==> config.mk <==
export PLATFORM = sky130hd
export DESIGN_NAME = ctc_timer
export DESIGN_NICKNAME = d
export VERILOG_FILES = /design/src/rtl/ctc_pkg.sv /design/src/rtl/ctc_timer.sv
export SDC_FILE = /design/constraint.sdc
export NUM_CORES = 1
export LEC_CHECK = 0
export BUFFER_PORTS_ARGS = -buffer_cell sky130_fd_sc_hd__buf_2
export CAP_MARGIN = 40
export CORE_MARGIN = 3
export CORE_UTILIZATION = 49
export CTS_BUF_LIST = sky130_fd_sc_hd__clkbuf_4
export CTS_CLUSTER_SIZE = 20
export DETAILED_ROUTE_END_ITERATION = 7
export PLACE_DENSITY = 0.66
export SYNTH_ARGS = -nofsm -noshare
export SYNTH_HDL_FRONTEND = slang
export SYNTH_SLANG_ARGS = --single-unit
==> constraint.sdc <==
create_clock -name MCLK -period 7.1 [get_ports MCLK]
set_clock_uncertainty 0.2 [all_clocks]
set_input_delay 0.355 -clock MCLK [delete_from_list [all_inputs] [get_ports MCLK]]
set_output_delay 0.355 -clock MCLK [all_outputs]
set_load 0.02 [all_outputs]
==> src/rtl/ctc_pkg.sv <==
/*
 * Constants, register map and carrier types for the counter with input capture.
 * Assumes an 8-bit register port driven by a single master on the same clock.
 */
package ctc_pkg;

    // ****************************************
    // Register bus
    // ****************************************
    localparam int ADDR_W = 4;
    localparam int DATA_W = 8;
    localparam int CNT_W = 16;

    typedef struct packed {
        logic [ADDR_W-1:0] addr;
        logic [DATA_W-1:0] wdata;
        logic wr;
        logic rd;
    } ctc_req_s;

    localparam logic [ADDR_W-1:0] OFS_CTRL_A = 4'h0;
    localparam logic [ADDR_W-1:0] OFS_CTRL_B = 4'h1;
    localparam logic [ADDR_W-1:0] OFS_CNT_LO = 4'h2;
    localparam logic [ADDR_W-1:0] OFS_CNT_HI = 4'h3;
    localparam logic [ADDR_W-1:0] OFS_CAP_LO = 4'h4;
    localparam logic [ADDR_W-1:0] OFS_CAP_HI = 4'h5;
    localparam logic [ADDR_W-1:0] OFS_FLAGS = 4'h6;
    localparam logic [ADDR_W-1:0] OFS_MASK = 4'h7;
    localparam logic [ADDR_W-1:0] OFS_SRC = 4'h8;

    // ****************************************
    // Field positions
    // ****************************************
    localparam int B_WAVE_LO = 0;
    localparam int B_CS = 0;
    localparam int B_WAVE_HI = 3;
    localparam int B_EDGE = 6;
    localparam int B_FILTER = 7;
    localparam int B_OVF = 0;
    localparam int B_CAP = 1;
    localparam int B_COMP_SEL = 0;

    localparam logic [DATA_W-1:0] RESET_BYTE = 8'h00;
    localparam logic [CNT_W-1:0] COUNT_MAX = 16'hffff;
    localparam logic [CNT_W-1:0] COUNT_ZERO = 16'h0000;
    localparam logic [CNT_W-1:0] COUNT_ONE = 16'h0001;

    // ****************************************
    // Clock select codes
    // ****************************************
    localparam logic [2:0] CS_STOP = 3'h0;
    localparam logic [2:0] CS_SYSCLK = 3'h1;
    localparam logic [2:0] CS_EXT_FALL = 3'h6;
    localparam logic [2:0] CS_EXT_RISE = 3'h7;

    // ****************************************
    // Waveform modes with counting effect
    // ****************************************
    localparam logic [3:0] WM_NORMAL = 4'h0;
    localparam logic [3:0] WM_PFC_CAP = 4'h8;
    localparam logic [3:0] WM_PC_CAP = 4'ha;
    localparam logic [3:0] WM_CTC_CAP = 4'hc;
    localparam logic [3:0] WM_FAST_CAP = 4'he;

    // ****************************************
    // Input conditioning
    // ****************************************
    localparam int SYNC_STAGES = 3;
    localparam int FILTER_SAMPLES = 4;
    localparam int N_INPUTS = 3;
    localparam int IN_EXT = 0;
    localparam int IN_PIN = 1;
    localparam int IN_COMP = 2;

    typedef enum logic {DIR_UP, DIR_DOWN} ctc_dir_e;

endpackage : ctc_pkg

==> src/rtl/ctc_timer.sv <==
/*
 * 16-bit up/down counter with input capture, noise filter and byte-wide access.
 * Assumes MCLK is the system clock; pins and comparator output are asynchronous.
 */
// Chosen here: the register addresses and strobed register access.
`timescale 1ns/1ps

// Notes on behaviour
// RULE1: 16-bit counter counts up, down, or clears.
// RULE2: Flags counter at top and at zero.
// RULE3: High byte via shared holding register.
// RULE4: Clock select zero stops counter only.
// RULE5: Software counter write beats count and clear.
// RULE6: Waveform mode picks clear, up or down.
// RULE7: Overflow flag set where mode decides.
// RULE8: Matching edge copies counter into capture.
// RULE9: Capture flag set with copy; enable gates.
// RULE10: Capture flag clears on service or one.
// RULE11: Capture low read loads holding register.
// RULE12: Capture writable only when it is top.
// RULE13: Software writes capture high before low.
// RULE14: Select bit switches trigger to comparator.
// RULE15: Software clears capture flag after switching.
// RULE16: Same synchroniser; filter adds four cycles; here it adds five.
// RULE17: Capture detection off in capture-top modes.
// RULE18: Capture pin level drives capture logic.
// RULE19: Filter changes after four equal samples.
// RULE20: Filter enable in control B; system clock.
// RULE21: New capture overwrites previous value.
// RULE22: Software flips edge, then clears flag.
// RULE23: Pin edge reaches counter within cycles.
// RULE24: Edge select picks rising or falling.
module ctc_timer
(
    // Clock and reset
    input wire logic MCLK,
    input wire logic RST_B,
    // Register port
    input wire ctc_pkg::ctc_req_s REQ,
    output logic [ctc_pkg::DATA_W-1:0] RDATA,
    // Timer and capture inputs
    input wire logic EXT_COUNT_PIN,
    input wire logic CAPTURE_PIN,
    input wire logic COMPARATOR_OUTPUT,
    // Interrupt requests and service acknowledges
    output logic OVF_IRQ,
    output logic CAPT_IRQ,
    input wire logic OVF_ACK,
    input wire logic CAPT_ACK,
    // Counter indications
    output logic TOP_HIT,
    output logic BOTTOM_HIT
);
    import ctc_pkg::*;

    // ****************************************
    // Decoding helpers
    // ****************************************
    function automatic logic capture_is_top(input logic [3:0] mode);
        capture_is_top = (mode == WM_PFC_CAP) || (mode == WM_PC_CAP) ||
                         (mode == WM_CTC_CAP) || (mode == WM_FAST_CAP);
    endfunction : capture_is_top

    function automatic logic dual_slope(input logic [3:0] mode);
        dual_slope = (mode == WM_PFC_CAP) || (mode == WM_PC_CAP);
    endfunction : dual_slope

    logic [DATA_W-1:0] ctrl_a_reg;
    logic [DATA_W-1:0] ctrl_b_reg;
    logic [DATA_W-1:0] mask_reg;
    logic comp_sel_reg;
    logic [CNT_W-1:0] count_reg;
    logic [CNT_W-1:0] count_next;
    logic [CNT_W-1:0] capt_reg;
    logic [DATA_W-1:0] hold_reg;
    logic [DATA_W-1:0] rdata_reg;
    logic ovf_flag_reg;
    logic capt_flag_reg;
    ctc_dir_e dir_reg;
    ctc_dir_e dir_next;

    // ****************************************
    // Register decode
    // ****************************************
    wire [3:0] wave_mode = {ctrl_b_reg[B_WAVE_HI+1:B_WAVE_HI], ctrl_a_reg[B_WAVE_LO+1:B_WAVE_LO]};
    wire [2:0] clk_sel = ctrl_b_reg[B_CS+2:B_CS];
    wire edge_rising = ctrl_b_reg[B_EDGE];
    wire filter_on = ctrl_b_reg[B_FILTER];
    wire cap_top_mode = capture_is_top(wave_mode);
    wire wr_ctrl_a = REQ.wr && (REQ.addr == OFS_CTRL_A);
    wire wr_ctrl_b = REQ.wr && (REQ.addr == OFS_CTRL_B);
    wire wr_cnt_lo = REQ.wr && (REQ.addr == OFS_CNT_LO);
    wire wr_cnt_hi = REQ.wr && (REQ.addr == OFS_CNT_HI);
    wire wr_cap_lo = REQ.wr && (REQ.addr == OFS_CAP_LO);
    wire wr_cap_hi = REQ.wr && (REQ.addr == OFS_CAP_HI);
    wire wr_flags = REQ.wr && (REQ.addr == OFS_FLAGS);
    wire wr_mask = REQ.wr && (REQ.addr == OFS_MASK);
    wire wr_src = REQ.wr && (REQ.addr == OFS_SRC);
    wire rd_cnt_lo = REQ.rd && (REQ.addr == OFS_CNT_LO);
    wire rd_cap_lo = REQ.rd && (REQ.addr == OFS_CAP_LO);
    wire cap_write_ok = wr_cap_lo && cap_top_mode; // see RULE12

    // ****************************************
    // Input synchronisers
    // ****************************************
    wire [N_INPUTS-1:0] raw_in = {COMPARATOR_OUTPUT, CAPTURE_PIN, EXT_COUNT_PIN}; // see RULE18
    wire [N_INPUTS-1:0] stable_reg;

    genvar gi;
    generate
        for (gi = 0; gi < N_INPUTS; gi++)
        begin : g_sync
            logic [SYNC_STAGES-1:0] sync_reg;
            logic agreed_reg;
            always_ff @(posedge MCLK)
            begin
                if (!RST_B)
                begin
                    sync_reg <= '0;
                    agreed_reg <= 1'b0;
                end
                else
                begin
                    sync_reg <= {sync_reg[SYNC_STAGES-2:0], raw_in[gi]};
                    // Change accepted once the two later stages agree
                    if (sync_reg[SYNC_STAGES-2] == sync_reg[SYNC_STAGES-1])
                    begin
                        agreed_reg <= sync_reg[SYNC_STAGES-1]; // see RULE16
                    end
                end
            end
            assign stable_reg[gi] = agreed_reg;
        end
    endgenerate

    // ****************************************
    // Timer tick
    // ****************************************
    logic ext_prev_reg;
    wire ext_rise = stable_reg[IN_EXT] && !ext_prev_reg;
    wire ext_fall = !stable_reg[IN_EXT] && ext_prev_reg;
    wire timer_tick = (clk_sel == CS_SYSCLK) ||
                      ((clk_sel == CS_EXT_RISE) && ext_rise) ||
                      ((clk_sel == CS_EXT_FALL) && ext_fall); // see RULE4, RULE23

    // ****************************************
    // Capture source, filter and edge detector
    // ****************************************
    wire src_level = comp_sel_reg ? stable_reg[IN_COMP] : stable_reg[IN_PIN]; // see RULE14
    logic [FILTER_SAMPLES-1:0] filt_shift_reg;
    logic filt_out_reg;
    logic det_prev_reg;
    wire det_in = filter_on ? filt_out_reg : src_level; // see RULE20
    wire det_rise = det_in && !det_prev_reg;
    wire det_fall = !det_in && det_prev_reg;
    wire capture_event = !cap_top_mode && (edge_rising ? det_rise : det_fall); // see RULE17, RULE24

    always_ff @(posedge MCLK)
    begin
        if (!RST_B)
        begin
            ext_prev_reg <= 1'b0;
            filt_shift_reg <= '0;
            filt_out_reg <= 1'b0;
            det_prev_reg <= 1'b0;
        end
        else
        begin
            ext_prev_reg <= stable_reg[IN_EXT];
            filt_shift_reg <= {filt_shift_reg[FILTER_SAMPLES-2:0], src_level};
            if (&filt_shift_reg)
            begin
                filt_out_reg <= 1'b1; // see RULE19
            end
            else if (~|filt_shift_reg)
            begin
                filt_out_reg <= 1'b0; // see RULE19
            end
            det_prev_reg <= det_in;
        end
    end

    // ****************************************
    // Counter sequence
    // ****************************************
    wire [CNT_W-1:0] top_value = cap_top_mode ? capt_reg : COUNT_MAX;
    wire at_top = (count_reg == top_value); // see RULE2
    wire at_bottom = (count_reg == COUNT_ZERO); // see RULE2
    wire [CNT_W-1:0] count_inc = CNT_W'(count_reg + COUNT_ONE);
    wire [CNT_W-1:0] count_dec = CNT_W'(count_reg - COUNT_ONE);
    wire ovf_event = timer_tick && !wr_cnt_lo &&
                     (dual_slope(wave_mode) ? (dir_reg == DIR_DOWN) && at_bottom :
                      (wave_mode == WM_FAST_CAP) ? at_top :
                      (count_reg == COUNT_MAX)); // see RULE7

    always_comb
    begin
        count_next = count_reg;
        dir_next = dir_reg;
        if (wr_cnt_lo)
        begin
            count_next = {hold_reg, REQ.wdata}; // see RULE3, RULE5
        end
        else if (timer_tick)
        begin
            if (dual_slope(wave_mode))
            begin
                case (dir_reg)
                    DIR_UP:
                    begin
                        dir_next = at_top ? DIR_DOWN : DIR_UP;
                        count_next = at_top ? count_dec : count_inc; // see RULE1, RULE6
                    end
                    DIR_DOWN:
                    begin
                        dir_next = at_bottom ? DIR_UP : DIR_DOWN;
                        count_next = at_bottom ? count_inc : count_dec; // see RULE1, RULE6
                    end
                    default:
                    begin
                        dir_next = DIR_UP;
                    end
                endcase
            end
            else
            begin
                dir_next = DIR_UP;
                count_next = at_top ? COUNT_ZERO : count_inc; // see RULE1, RULE6
            end
        end
    end

    // ****************************************
    // Registers and flags
    // ****************************************
    always_ff @(posedge MCLK)
    begin
        if (!RST_B)
        begin
            count_reg <= COUNT_ZERO;
            dir_reg <= DIR_UP;
        end
        else
        begin
            count_reg <= count_next;
            dir_reg <= dir_next;
        end
    end

    always_ff @(posedge MCLK)
    begin
        if (!RST_B)
        begin
            capt_reg <= COUNT_ZERO;
        end
        else if (capture_event)
        begin
            capt_reg <= count_reg; // see RULE8, RULE21
        end
        else if (cap_write_ok)
        begin
            capt_reg <= {hold_reg, REQ.wdata}; // see RULE12, RULE13
        end
    end

    always_ff @(posedge MCLK)
    begin
        if (!RST_B)
        begin
            hold_reg <= RESET_BYTE;
        end
        else if (rd_cnt_lo)
        begin
            hold_reg <= count_reg[CNT_W-1:DATA_W]; // see RULE3
        end
        else if (rd_cap_lo)
        begin
            hold_reg <= capt_reg[CNT_W-1:DATA_W]; // see RULE11
        end
        else if (wr_cnt_hi || wr_cap_hi)
        begin
            hold_reg <= REQ.wdata; // see RULE3
        end
    end

    // Set wins over clear for both flags
    wire ovf_clear = OVF_ACK || (wr_flags && REQ.wdata[B_OVF]);
    wire capt_clear = CAPT_ACK || (wr_flags && REQ.wdata[B_CAP]); // see RULE10, RULE15

    always_ff @(posedge MCLK)
    begin
        if (!RST_B)
        begin
            ovf_flag_reg <= 1'b0;
            capt_flag_reg <= 1'b0;
        end
        else
        begin
            ovf_flag_reg <= ovf_event || (ovf_flag_reg && !ovf_clear); // see RULE7
            capt_flag_reg <= capture_event || (capt_flag_reg && !capt_clear); // see RULE9, RULE10
        end
    end

    always_ff @(posedge MCLK)
    begin
        if (!RST_B)
        begin
            ctrl_a_reg <= RESET_BYTE;
            ctrl_b_reg <= RESET_BYTE;
            mask_reg <= RESET_BYTE;
            comp_sel_reg <= 1'b0;
        end
        else
        begin
            ctrl_a_reg <= wr_ctrl_a ? REQ.wdata : ctrl_a_reg;
            ctrl_b_reg <= wr_ctrl_b ? REQ.wdata : ctrl_b_reg;
            mask_reg <= wr_mask ? REQ.wdata : mask_reg;
            comp_sel_reg <= wr_src ? REQ.wdata[B_COMP_SEL] : comp_sel_reg;
        end
    end

    // ****************************************
    // Read path
    // ****************************************
    wire [DATA_W-1:0] flags_byte = DATA_W'({capt_flag_reg, ovf_flag_reg});
    wire [DATA_W-1:0] src_byte = DATA_W'(comp_sel_reg);
    wire [DATA_W-1:0] rd_mux =
        (REQ.addr == OFS_CTRL_A) ? ctrl_a_reg :
        (REQ.addr == OFS_CTRL_B) ? ctrl_b_reg :
        (REQ.addr == OFS_CNT_LO) ? count_reg[DATA_W-1:0] :
        (REQ.addr == OFS_CAP_LO) ? capt_reg[DATA_W-1:0] :
        ((REQ.addr == OFS_CNT_HI) || (REQ.addr == OFS_CAP_HI)) ? hold_reg : // see RULE3, RULE11
        (REQ.addr == OFS_FLAGS) ? flags_byte :
        (REQ.addr == OFS_MASK) ? mask_reg :
        (REQ.addr == OFS_SRC) ? src_byte : RESET_BYTE;

    always_ff @(posedge MCLK)
    begin
        if (!RST_B)
        begin
            rdata_reg <= RESET_BYTE;
        end
        else
        begin
            rdata_reg <= REQ.rd ? rd_mux : RESET_BYTE;
        end
    end

    assign RDATA = rdata_reg;
    assign OVF_IRQ = ovf_flag_reg && mask_reg[B_OVF];
    assign CAPT_IRQ = capt_flag_reg && mask_reg[B_CAP]; // see RULE9
    assign TOP_HIT = at_top;
    assign BOTTOM_HIT = at_bottom;
endmodule : ctc_timer

# Yosys cells after proc, flatten, opt, wreduce, memory -nomap -nowiden
# Index checks and enable logic that the tools add are counted.
# classes
muxes,32
n_addsub,2
n_eq_ne,21
bitwise_logic,2
reduce_logical,56
# ops
op,n
$mux W16,9
$mux W8,10
$pmux W16 S2,1
$logic_and A1 B1 Y1,28
$eq A4 B4 Y1 const B,5
$add A16 B1 Y16 const B,1
$eq A16 B16 Y1,1
$eq A16 B16 Y1 const B,1
$eq A4 B3 Y1 const B,4
$logic_not A16 Y1,1
$sub A16 B1 Y16 const B,1
$logic_or A1 B1 Y1,11
$mux W1,11
$eq A4 B2 Y1 const B,2
$logic_not A1 Y1,8
$eq A3 B3 Y1 const B,2
$eq A4 B1 Y1 const B,1
$logic_not A4 Y1,1
$reduce_and A2 Y1,2
$reduce_and A4 Y1,1
$reduce_bool A2 Y1,2
$reduce_or A4 Y1,1
$eq A1 B1 Y1,3
$eq A3 B1 Y1 const B,1
other kinds (4),5
# word_totals
inputBits,21
reg_bits,95
out_inout_bits,12
wordCells,134

# Longest topological paths before layout
# Gate-level depths: netlist of run 1.
# logic_depth
word_depth,11
depth_mapped,10
depth_no_buf,8

# Worst setup path after synthesis of run 1
# No wires, ideal clock.
# synth_timing
path_kind,register -> register
from,register count_reg[7]
to,register count_reg[2]
synth_period_minus_slack_ps,2733
slack_ps,4367
path_stages_with_launch,9
setup_time_ps,116
t_arrival_ps,2417
path_cell_list,dfxtp_1 buf_6 or4_4 or4_4 nor2_4 mux2_1 o21ai_0 a211oi_1 o211a_1
# synth_between
elab_chain_len,6
# synth_lines
element,line,rtl
"start, declared",ctc_timer.sv:72,logic [CNT_W-1:0] count_reg;
"start signal, assigned",ctc_timer.sv:245,count_reg <= count_next;
$logic_not A16 Y1,ctc_timer.sv:188,wire at_bottom = (count_reg == COUNT_ZERO);
net BOTTOM_HIT,ctc_timer.sv:52,output logic BOTTOM_HIT
$mux W16,ctc_timer.sv:217,count_next = at_bottom ? count_inc : count_dec;
$pmux W16 S2,ctc_timer.sv:208,case (dir_reg)
$mux W16,ctc_timer.sv:206,if (dual_slope(wave_mode))
$mux W16,ctc_timer.sv:204,else if (timer_tick)
$mux W16,ctc_timer.sv:200,if (wr_cnt_lo)
# The timed path passes the listed nets, and every way through them passes these cells. The select of a mux whose other input is x is not followed.
# A chain may end at the register's enable or synchronous reset.

# Worst setup path in the final report of run 1
# layout_timing
from,register ctrl_b_reg[4]
to,output TOP_HIT
# layout_between
elab_chain_len,6
# layout_lines
element,line,rtl
"start, declared",ctc_timer.sv:69,logic [DATA_W-1:0] ctrl_b_reg;
"start signal, assigned",ctc_timer.sv:316,ctrl_b_reg <= wr_ctrl_b ? REQ.wdata : ctrl_b_reg;
$eq A4 B4 Y1,ctc_timer.sv:60,capture_is_top = (mode == WM_PFC_CAP) || (mode == WM_PC_CAP) ||
$logic_or A1 B1 Y1 (2 in a row),ctc_timer.sv:60,
$logic_or A1 B1 Y1 (*),ctc_timer.sv:61,(mode == WM_CTC_CAP) || (mode == WM_FAST_CAP);
$mux W16 (*),ctc_timer.sv:186,wire [CNT_W-1:0] top_value = cap_top_mode ? capt_reg : COUNT_MAX;
$eq A16 B16 Y1 (*),ctc_timer.sv:187,wire at_top = (count_reg == top_value);
"end, declared",ctc_timer.sv:51,"output logic TOP_HIT,"
# Mark *: on every way between the ends. The rest lies on a longest branch, timed or not.

==> key figures, run 1 <==
Logic synthesis
  – Sequential area share after synthesis: 34.2%
  – Simple-gate share of the synthesized area: 24.9%
  – Post-synth cell types: 65
  – Most frequent cell after synthesis: dfxtp_1
  – Async SR Flop Fraction: 0%
  – Yosys top cell by area: dfxtp_1
  – Synth top cells by count: dfxtp_1, nand2_1, a21oi_1
  – Post-synthesis compound-gate area fraction: 24.7%
  – Synth top area share: 34.2%
  – Syn Std Cell Area: 5570 um^2
  – EDFF count, synth: 0
  – Area contributors post-synth: dfxtp_1, a21oi_1, mux2i_1, nand2_1, nor2_1
  – Main combinational cell family by area after synthesis: simple AND/OR/NAND/NOR gates
  – #FFs+latches synth: 95
  – Syn Nets: 730
  – Adder-Cell Fraction of Synth Area: 0.674%
  – Cell count after synthesis: 706
  – Mux share of post-synthesis cell area: 5.80%
  – Post-synthesis xor/xnor area fraction: 4.40%
  – Ys flop type: dfxtp_1
  – Mean Syn Cell Area: 7.89 um^2
  – Yosys warns: 0

Place
  – Place WS: 3.50 ns
  – Hpwl dp: 11,600 um
  – Port Buf Inserts: 32
  – Routability cong.: 0.930

Final layout
  – Ant diodes: 0
  – Synth-to-Final Area Change: 7.17%
  – FF/Latch Area: 1900 um^2
  – Layout cells sized above 1: 9.85%
  – Multi-input gate area: 3380 um^2
  – # fillers: 1,040
  – Layout net count: 730

STA
  – Setup WS post-layout: 3.28 ns
  – Min Hold Slack: 0.0175 ns
  – Number of setup violations in the final report: 0
  – Min Tclk post-route: 3.82 ns
  – Final Cycle Share: 53.8%
  – Final Max Tran Viols: 0
  – Setup TNS: 0 ns
  – Worst-margin pin slew: 0.916 ns
  – FMAX: 262 MHz
  – RSZ-0062 raised after global routing: no
  – Final Hold Vio Count: 0
  – Slew Limit Headroom: 38.5%

Critical path
  – Startpoint types: flop
  – Register-to-register setup slack: 3.37 ns
  – RR Startpoint: ctrl_b_reg[4]
  – Worst setup path start: ctrl_b_reg[4]
  – R2R depth: 7
  – Critical path class: reg -> out
  – Largest fanout on the critical path: 16
  – Req. time, crit path: 6.55 ns
  – Crit path arrival time: 3.27 ns
  – Critical Path End Type: output port

Floorplan
  – Core area: 11,000 um^2
  – Die ar.: 12,700 um^2
  – Ports: 33
  – Initial core utilization: 50.7%
  – Row count: 38
  – DIE WIDTH: 113 um
  – Die height: 113 um

Hold path
  – Hold path depth: 3
  – Hold path start: REQ[4]
  – Hold Crit Class: in -> reg

Routing
  – DRT Pass-1 Iters: 5
  – DRC: 0
  – Antenna-violating nets left: 0
  – Vias per Instance: 6.39
  – Post-DR wirelength/cell: 19.8 um
  – Total number of vias: 5,436
  – Detailed Route WL: 16,900 um
  – Starting DRC count in detailed routing: 596

Global routing
  – Vias in the first global route: 5,046
  – GR Util All Layers: 27.1%
  – Largest net degree at the start of global routing: 70
  – Global-route wire length before repair: 27,600 um
  – Initial antenna violation count: 0
  – Global route overflow: 0

Clock network
  – CTS Buffer Depth: 2
  – Clk_lat worst skew: 0.48 ns
  – Post-cts resize count: 0
  – Num CTS Buffers: 9
  – Root Driver: clkbuf_4
  – TritonCTS clock tree: done
  – Worst-path clk slew: 0.17 ns
  – Htree depth: 3
  – Setup repair bufs after CTS: 0
  – Clock sinks: 95

Flow run
  – Maximum capacitance violations: 0

Power
  – Power per Cell Area: 161 nW/um^2
  – Worst VDD drop: 119 uV
  – Leakage: 2.20 nW

Outcome
  – Outcome: finished, final reports clean
==> cell usage in the layout (no fill, tap or decap), types with 6 or more instances in the layout <==
master / n
nand2_1: 79
or3_1: 10
dlygate4sd3_1: 10
a221oi_1: 9
nor3_1: 8
buf_2: 32
and3_1: 10
dfxtp_1: 95
o221ai_1: 10
clkbuf_4: 9
or4b_1: 6
buf_4: 8
a211oi_1: 19
inv_1: 8
xor2_1: 15
mux2i_1: 30
a22oi_1: 23
nor2_1: 60
nand4_1: 6
a21oi_1: 73
xnor2_1: 13
and2_1: 19
o21ai_0: 27
nor2b_1: 8
nand3_1: 34
==> power breakdown <==
part / internal [mW] / switching (mW)
Sequential: 0.540 / 0.00976
Clock: 0.112 / 0.209
Combinational: 0.0304 / 0.0570
Total: 0.682 / 0.276
==> metal layers <==
metal	GRT usage [%]	routed length [um]
met5	0	0
met4	14.2	741
met3	3.40	1340
met2	41.5	7480
met1	37.2	7310
==> final timing paths <==
check                           to
max reg2reg          count_reg[13]
min                  ctrl_a_reg[2]
min reg2reg  g_sync[1].sync_reg[1]
max                        TOP_HIT
==> critical path, stage by stage, from the launching register on <==
cell and delay [ns]:
dfxtp_1 0.64, nand2b_1 0.42, nor4_1 0.38, o32ai_1 0.18, nor4_4 0.84, buf_2 0.31
==> area by class of cell <==
class                   instances  share of cell area, %
clock buffers                   9                   1.13
clock inverters                 7                   1.40
multi-input cells             541                   56.7
inverters                       9                  0.566
flip-flops and latches         95                   31.9
repair buffers                 50                   5.37
well taps                     140                   2.94
==> kinds of logic after synthesis <==
group           count (synthesis)
buf+inv                        70
simple gates                  271
mux                            32
fa+ha+maj                       3
flops                          95
compound gates                207
xor+xnor                       28
==> metrics by stage <==
stage                     instance area (um^2)  util, %  instances  power, mW
after floorplan                           5570        -        706      0.612
after global placement                    5720     52.0        825      0.641
after detailed placement                  5720     52.0        825      0.643
after CTS                                 5970     54.3        851      0.962
after global routing                      5970     54.3        851      0.993
final                                     5970     54.3        851      0.958
==> what timing repair did <==
| item | CTS | global route |
|---|---|---|
| setup endpoints to repair | 0 | 0 |
| endpoints found under the hold margin | 17 | 0 |
| hold buffers | 10 | 0 |
Note: power is estimated with default switching activity, not from simulation.
==> run 2, diff against run 1 <==
--- a/config.mk
+++ b/config.mk
@@ -12,7 +12,7 @@
 export CTS_BUF_LIST = sky130_fd_sc_hd__clkbuf_4
 export CTS_CLUSTER_SIZE = 20
 export DETAILED_ROUTE_END_ITERATION = 7
-export PLACE_DENSITY = 0.66
+export PLACE_DENSITY = 0.69
 export SYNTH_ARGS = -nofsm -noshare
 export SYNTH_HDL_FRONTEND = slang
 export SYNTH_SLANG_ARGS = --single-unit
==> constraint.sdc (replaced) <==
create_clock -name MCLK -period 3.1 [get_ports MCLK]
set_clock_uncertainty 0.2 [all_clocks]
set_input_delay 0.155 -clock MCLK [delete_from_list [all_inputs] [get_ports MCLK]]
set_output_delay 0.155 -clock MCLK [all_outputs]
set_load 0.02 [all_outputs]
==> run 2 against run 1 <==
Compared with the run above: hold slack gained 0.0087 ns; combinational power grew to 2.6 times the previous value; routed wire length grew 4.9%; critical path type unchanged; register-to-register slack lost 3.1 ns; clock power grew 130%; critical path depth grew 2; via count grew 4.6%; clock-buffer cell count grew 1; first-iteration DRC count shrank 7.2%; utilization grew 3.6 points; total power grew 130%.
==> key figures, run 2 (same netlist as run 1, synthesis figures left out) <==
Outcome
  – Outcome: finished, final reports clean

Clock network
  – Clock sinks: 95
  – Root Driver: clkbuf_4
  – Htree depth: 3
  – CTS Buffer Depth: 2
  – Worst-path clk slew: 0.17 ns
  – TritonCTS clock tree: done
  – Num CTS Buffers: 9
  – Clk_lat worst skew: 0.49 ns

Routing
  – Detailed Route WL: 17,700 um
  – Total number of vias: 5,686
  – Post-DR wirelength/cell: 19.7 um
  – DRT Pass-1 Iters: 6
  – DRC: 0
  – Vias per Instance: 6.33
  – Starting DRC count in detailed routing: 553
  – Antenna-violating nets left: 0

Power
  – Worst VDD drop: 266 uV
  – Power per Cell Area: 350 nW/um^2
  – Leakage: 2.44 nW

Place
  – Hpwl dp: 12,400 um
  – Port Buf Inserts: 32
  – Routability cong.: 0.973
  – Place WS: 0.0583 ns

Final layout
  – Core Util, Final: 57.9%
  – Ant diodes: 0
  – Layout net count: 777
  – Layout cells sized above 1: 14.4%
  – Most common cell after layout, fill and taps aside: dfxtp_1
  – # fillers: 1,015
  – Most frequent cells in the layout: dfxtp_1, nand2_1, a21oi_1, nor2_1, buf_4
  – Synth-to-Final Area Change: 14.2%

Hold path
  – Hold Crit Class: in -> reg
  – Hold path start: REQ[1]
  – Hold path depth: 4
  – Hold Path End: mask_reg[1]

STA
  – Final Hold Vio Count: 0
  – Min Tclk post-route: 3.00 ns
  – Number of setup violations in the final report: 0
  – Worst-margin pin slew: 0.770 ns
  – Min Hold Slack: 0.0262 ns
  – Final Max Tran Viols: 0
  – Setup WS post-layout: 0.0976 ns
  – Slew Limit Headroom: 48.7%
  – RSZ-0062 raised after global routing: no
  – FMAX: 333 MHz
  – Setup TNS: 0 ns
  – Final Cycle Share: 96.9%

Critical path
  – Crit path arrival time: 2.65 ns
  – RR Startpoint: count_reg[7]
  – Req. time, crit path: 2.74 ns
  – Most frequent CP cell: buf_4
  – Cell Chain, Critical Path: or4b_2 > a21oi_1 > o32ai_1 > nor4_4 > buf_4 > buf_4 > buf_2
  – Startpoint types: flop
  – Crit-path max cell delay: 0.68 ns
  – Register-to-register setup slack: 0.25 ns
  – Capture point of the worst reg-to-reg path: count_reg[15]
  – R2R depth: 8
  – Critical Path End Type: output port
  – CP max-delay cell: or4b_2
  – Largest fanout on the critical path: 8
  – Critical path class: reg -> out

Global routing
  – Global-route wire length before repair: 27,900 um
  – Met3 Usage GRT: 3.88%
  – Vias in the first global route: 5,171
  – Global route overflow: 0
  – Gr busiest metal: met2
  – Met1 usage: 38.5%
  – Initial antenna violation count: 0
  – GR Util All Layers: 27.7%
  – Met2 usage: 42.2%
  – Largest net degree at the start of global routing: 70

Floorplan
  – Die height: 113 um
  – Die ar.: 12,700 um^2
  – Initial core utilization: 50.7%
  – Row count: 38
  – Core area: 11,000 um^2
  – Ports: 33
  – DIE WIDTH: 113 um

Flow run
  – Maximum capacitance violations: 0
-- run 2: repair_timing --
| item | CTS | global route |
|---|---|---|
| hold endpoints to repair | 73 | 0 |
| pin swaps | 0 | 1 |
| hold buffers | 22 | 0 |
| endpoints found under the setup margin | 1 | 9 |
| buffers inserted | 0 | 3 |
| gates resized for setup | 2 | 2 |
-- run 2: worst max-delay path, delay by kind of cell (launching register included) --
family	cells	cell delay (ns)
AO/OA/AOI/OAI	2	0.28
buffers and inverters	3	0.55
flip-flops	1	0.38
AND/OR/NAND/NOR	2	0.96
-- run 2: layer usage --
| metal | vias to the layer above | routed length, um |
|---|---|---|
| li1 | 2677 | - |
| met1 | 2693 | 7650 |
| met2 | 271 | 8010 |
| met3 | 45 | 1370 |
| met4 | 0 | 687 |
| met5 | - | 0 |
-- run 2: final cells by class --
| cell class | instances | area, um^2 | share of cell area [%] |
|---|---|---|---|
| tap | 140 | 175 | 2.76 |
| sequential | 95 | 1910 | 30.0 |
| timing repair buffer | 97 | 703 | 11.1 |
| multi-input combinational | 541 | 3390 | 53.3 |
| clock inverter | 6 | 76.3 | 1.20 |
| clock buffer | 10 | 75.1 | 1.18 |
| inverter | 9 | 33.8 | 0.531 |
-- run 2: how the worst max path moves through the flow --
stage                        from       endpoint  slack [ns]  cells after the start
floorplan            count_reg[7]   count_reg[2]        0.37                      8
global placement    ctrl_a_reg[0]  count_reg[15]       -0.02                      7
detailed placement  ctrl_a_reg[0]  count_reg[11]        0.06                      8
CTS                 ctrl_b_reg[4]        TOP_HIT        0.01                      6
global route        ctrl_a_reg[0]  count_reg[15]      0.0009                      9
finish               capt_reg[12]        TOP_HIT         0.1                      7
-- run 2: through the flow --
| step | total power, mW | cell area [um^2] | std cells |
|---|---|---|---|
| finish | 2.23 | 6360 | 898 |
| global route | 2.30 | 6360 | 898 |
| CTS | 2.23 | 6330 | 895 |
| detailed placement | 1.48 | 5960 | 857 |
| global placement | 1.48 | 5950 | 856 |
| floorplan | 1.40 | 5570 | 706 |
-- run 2: power breakdown --
| group | leakage (nW) | internal [mW] | switching (mW) |
|---|---|---|---|
| Clock | 0.0835 | 0.270 | 0.474 |
| Combinational | 1.59 | 0.0869 | 0.140 |
| Sequential | 0.769 | 1.24 | 0.0182 |
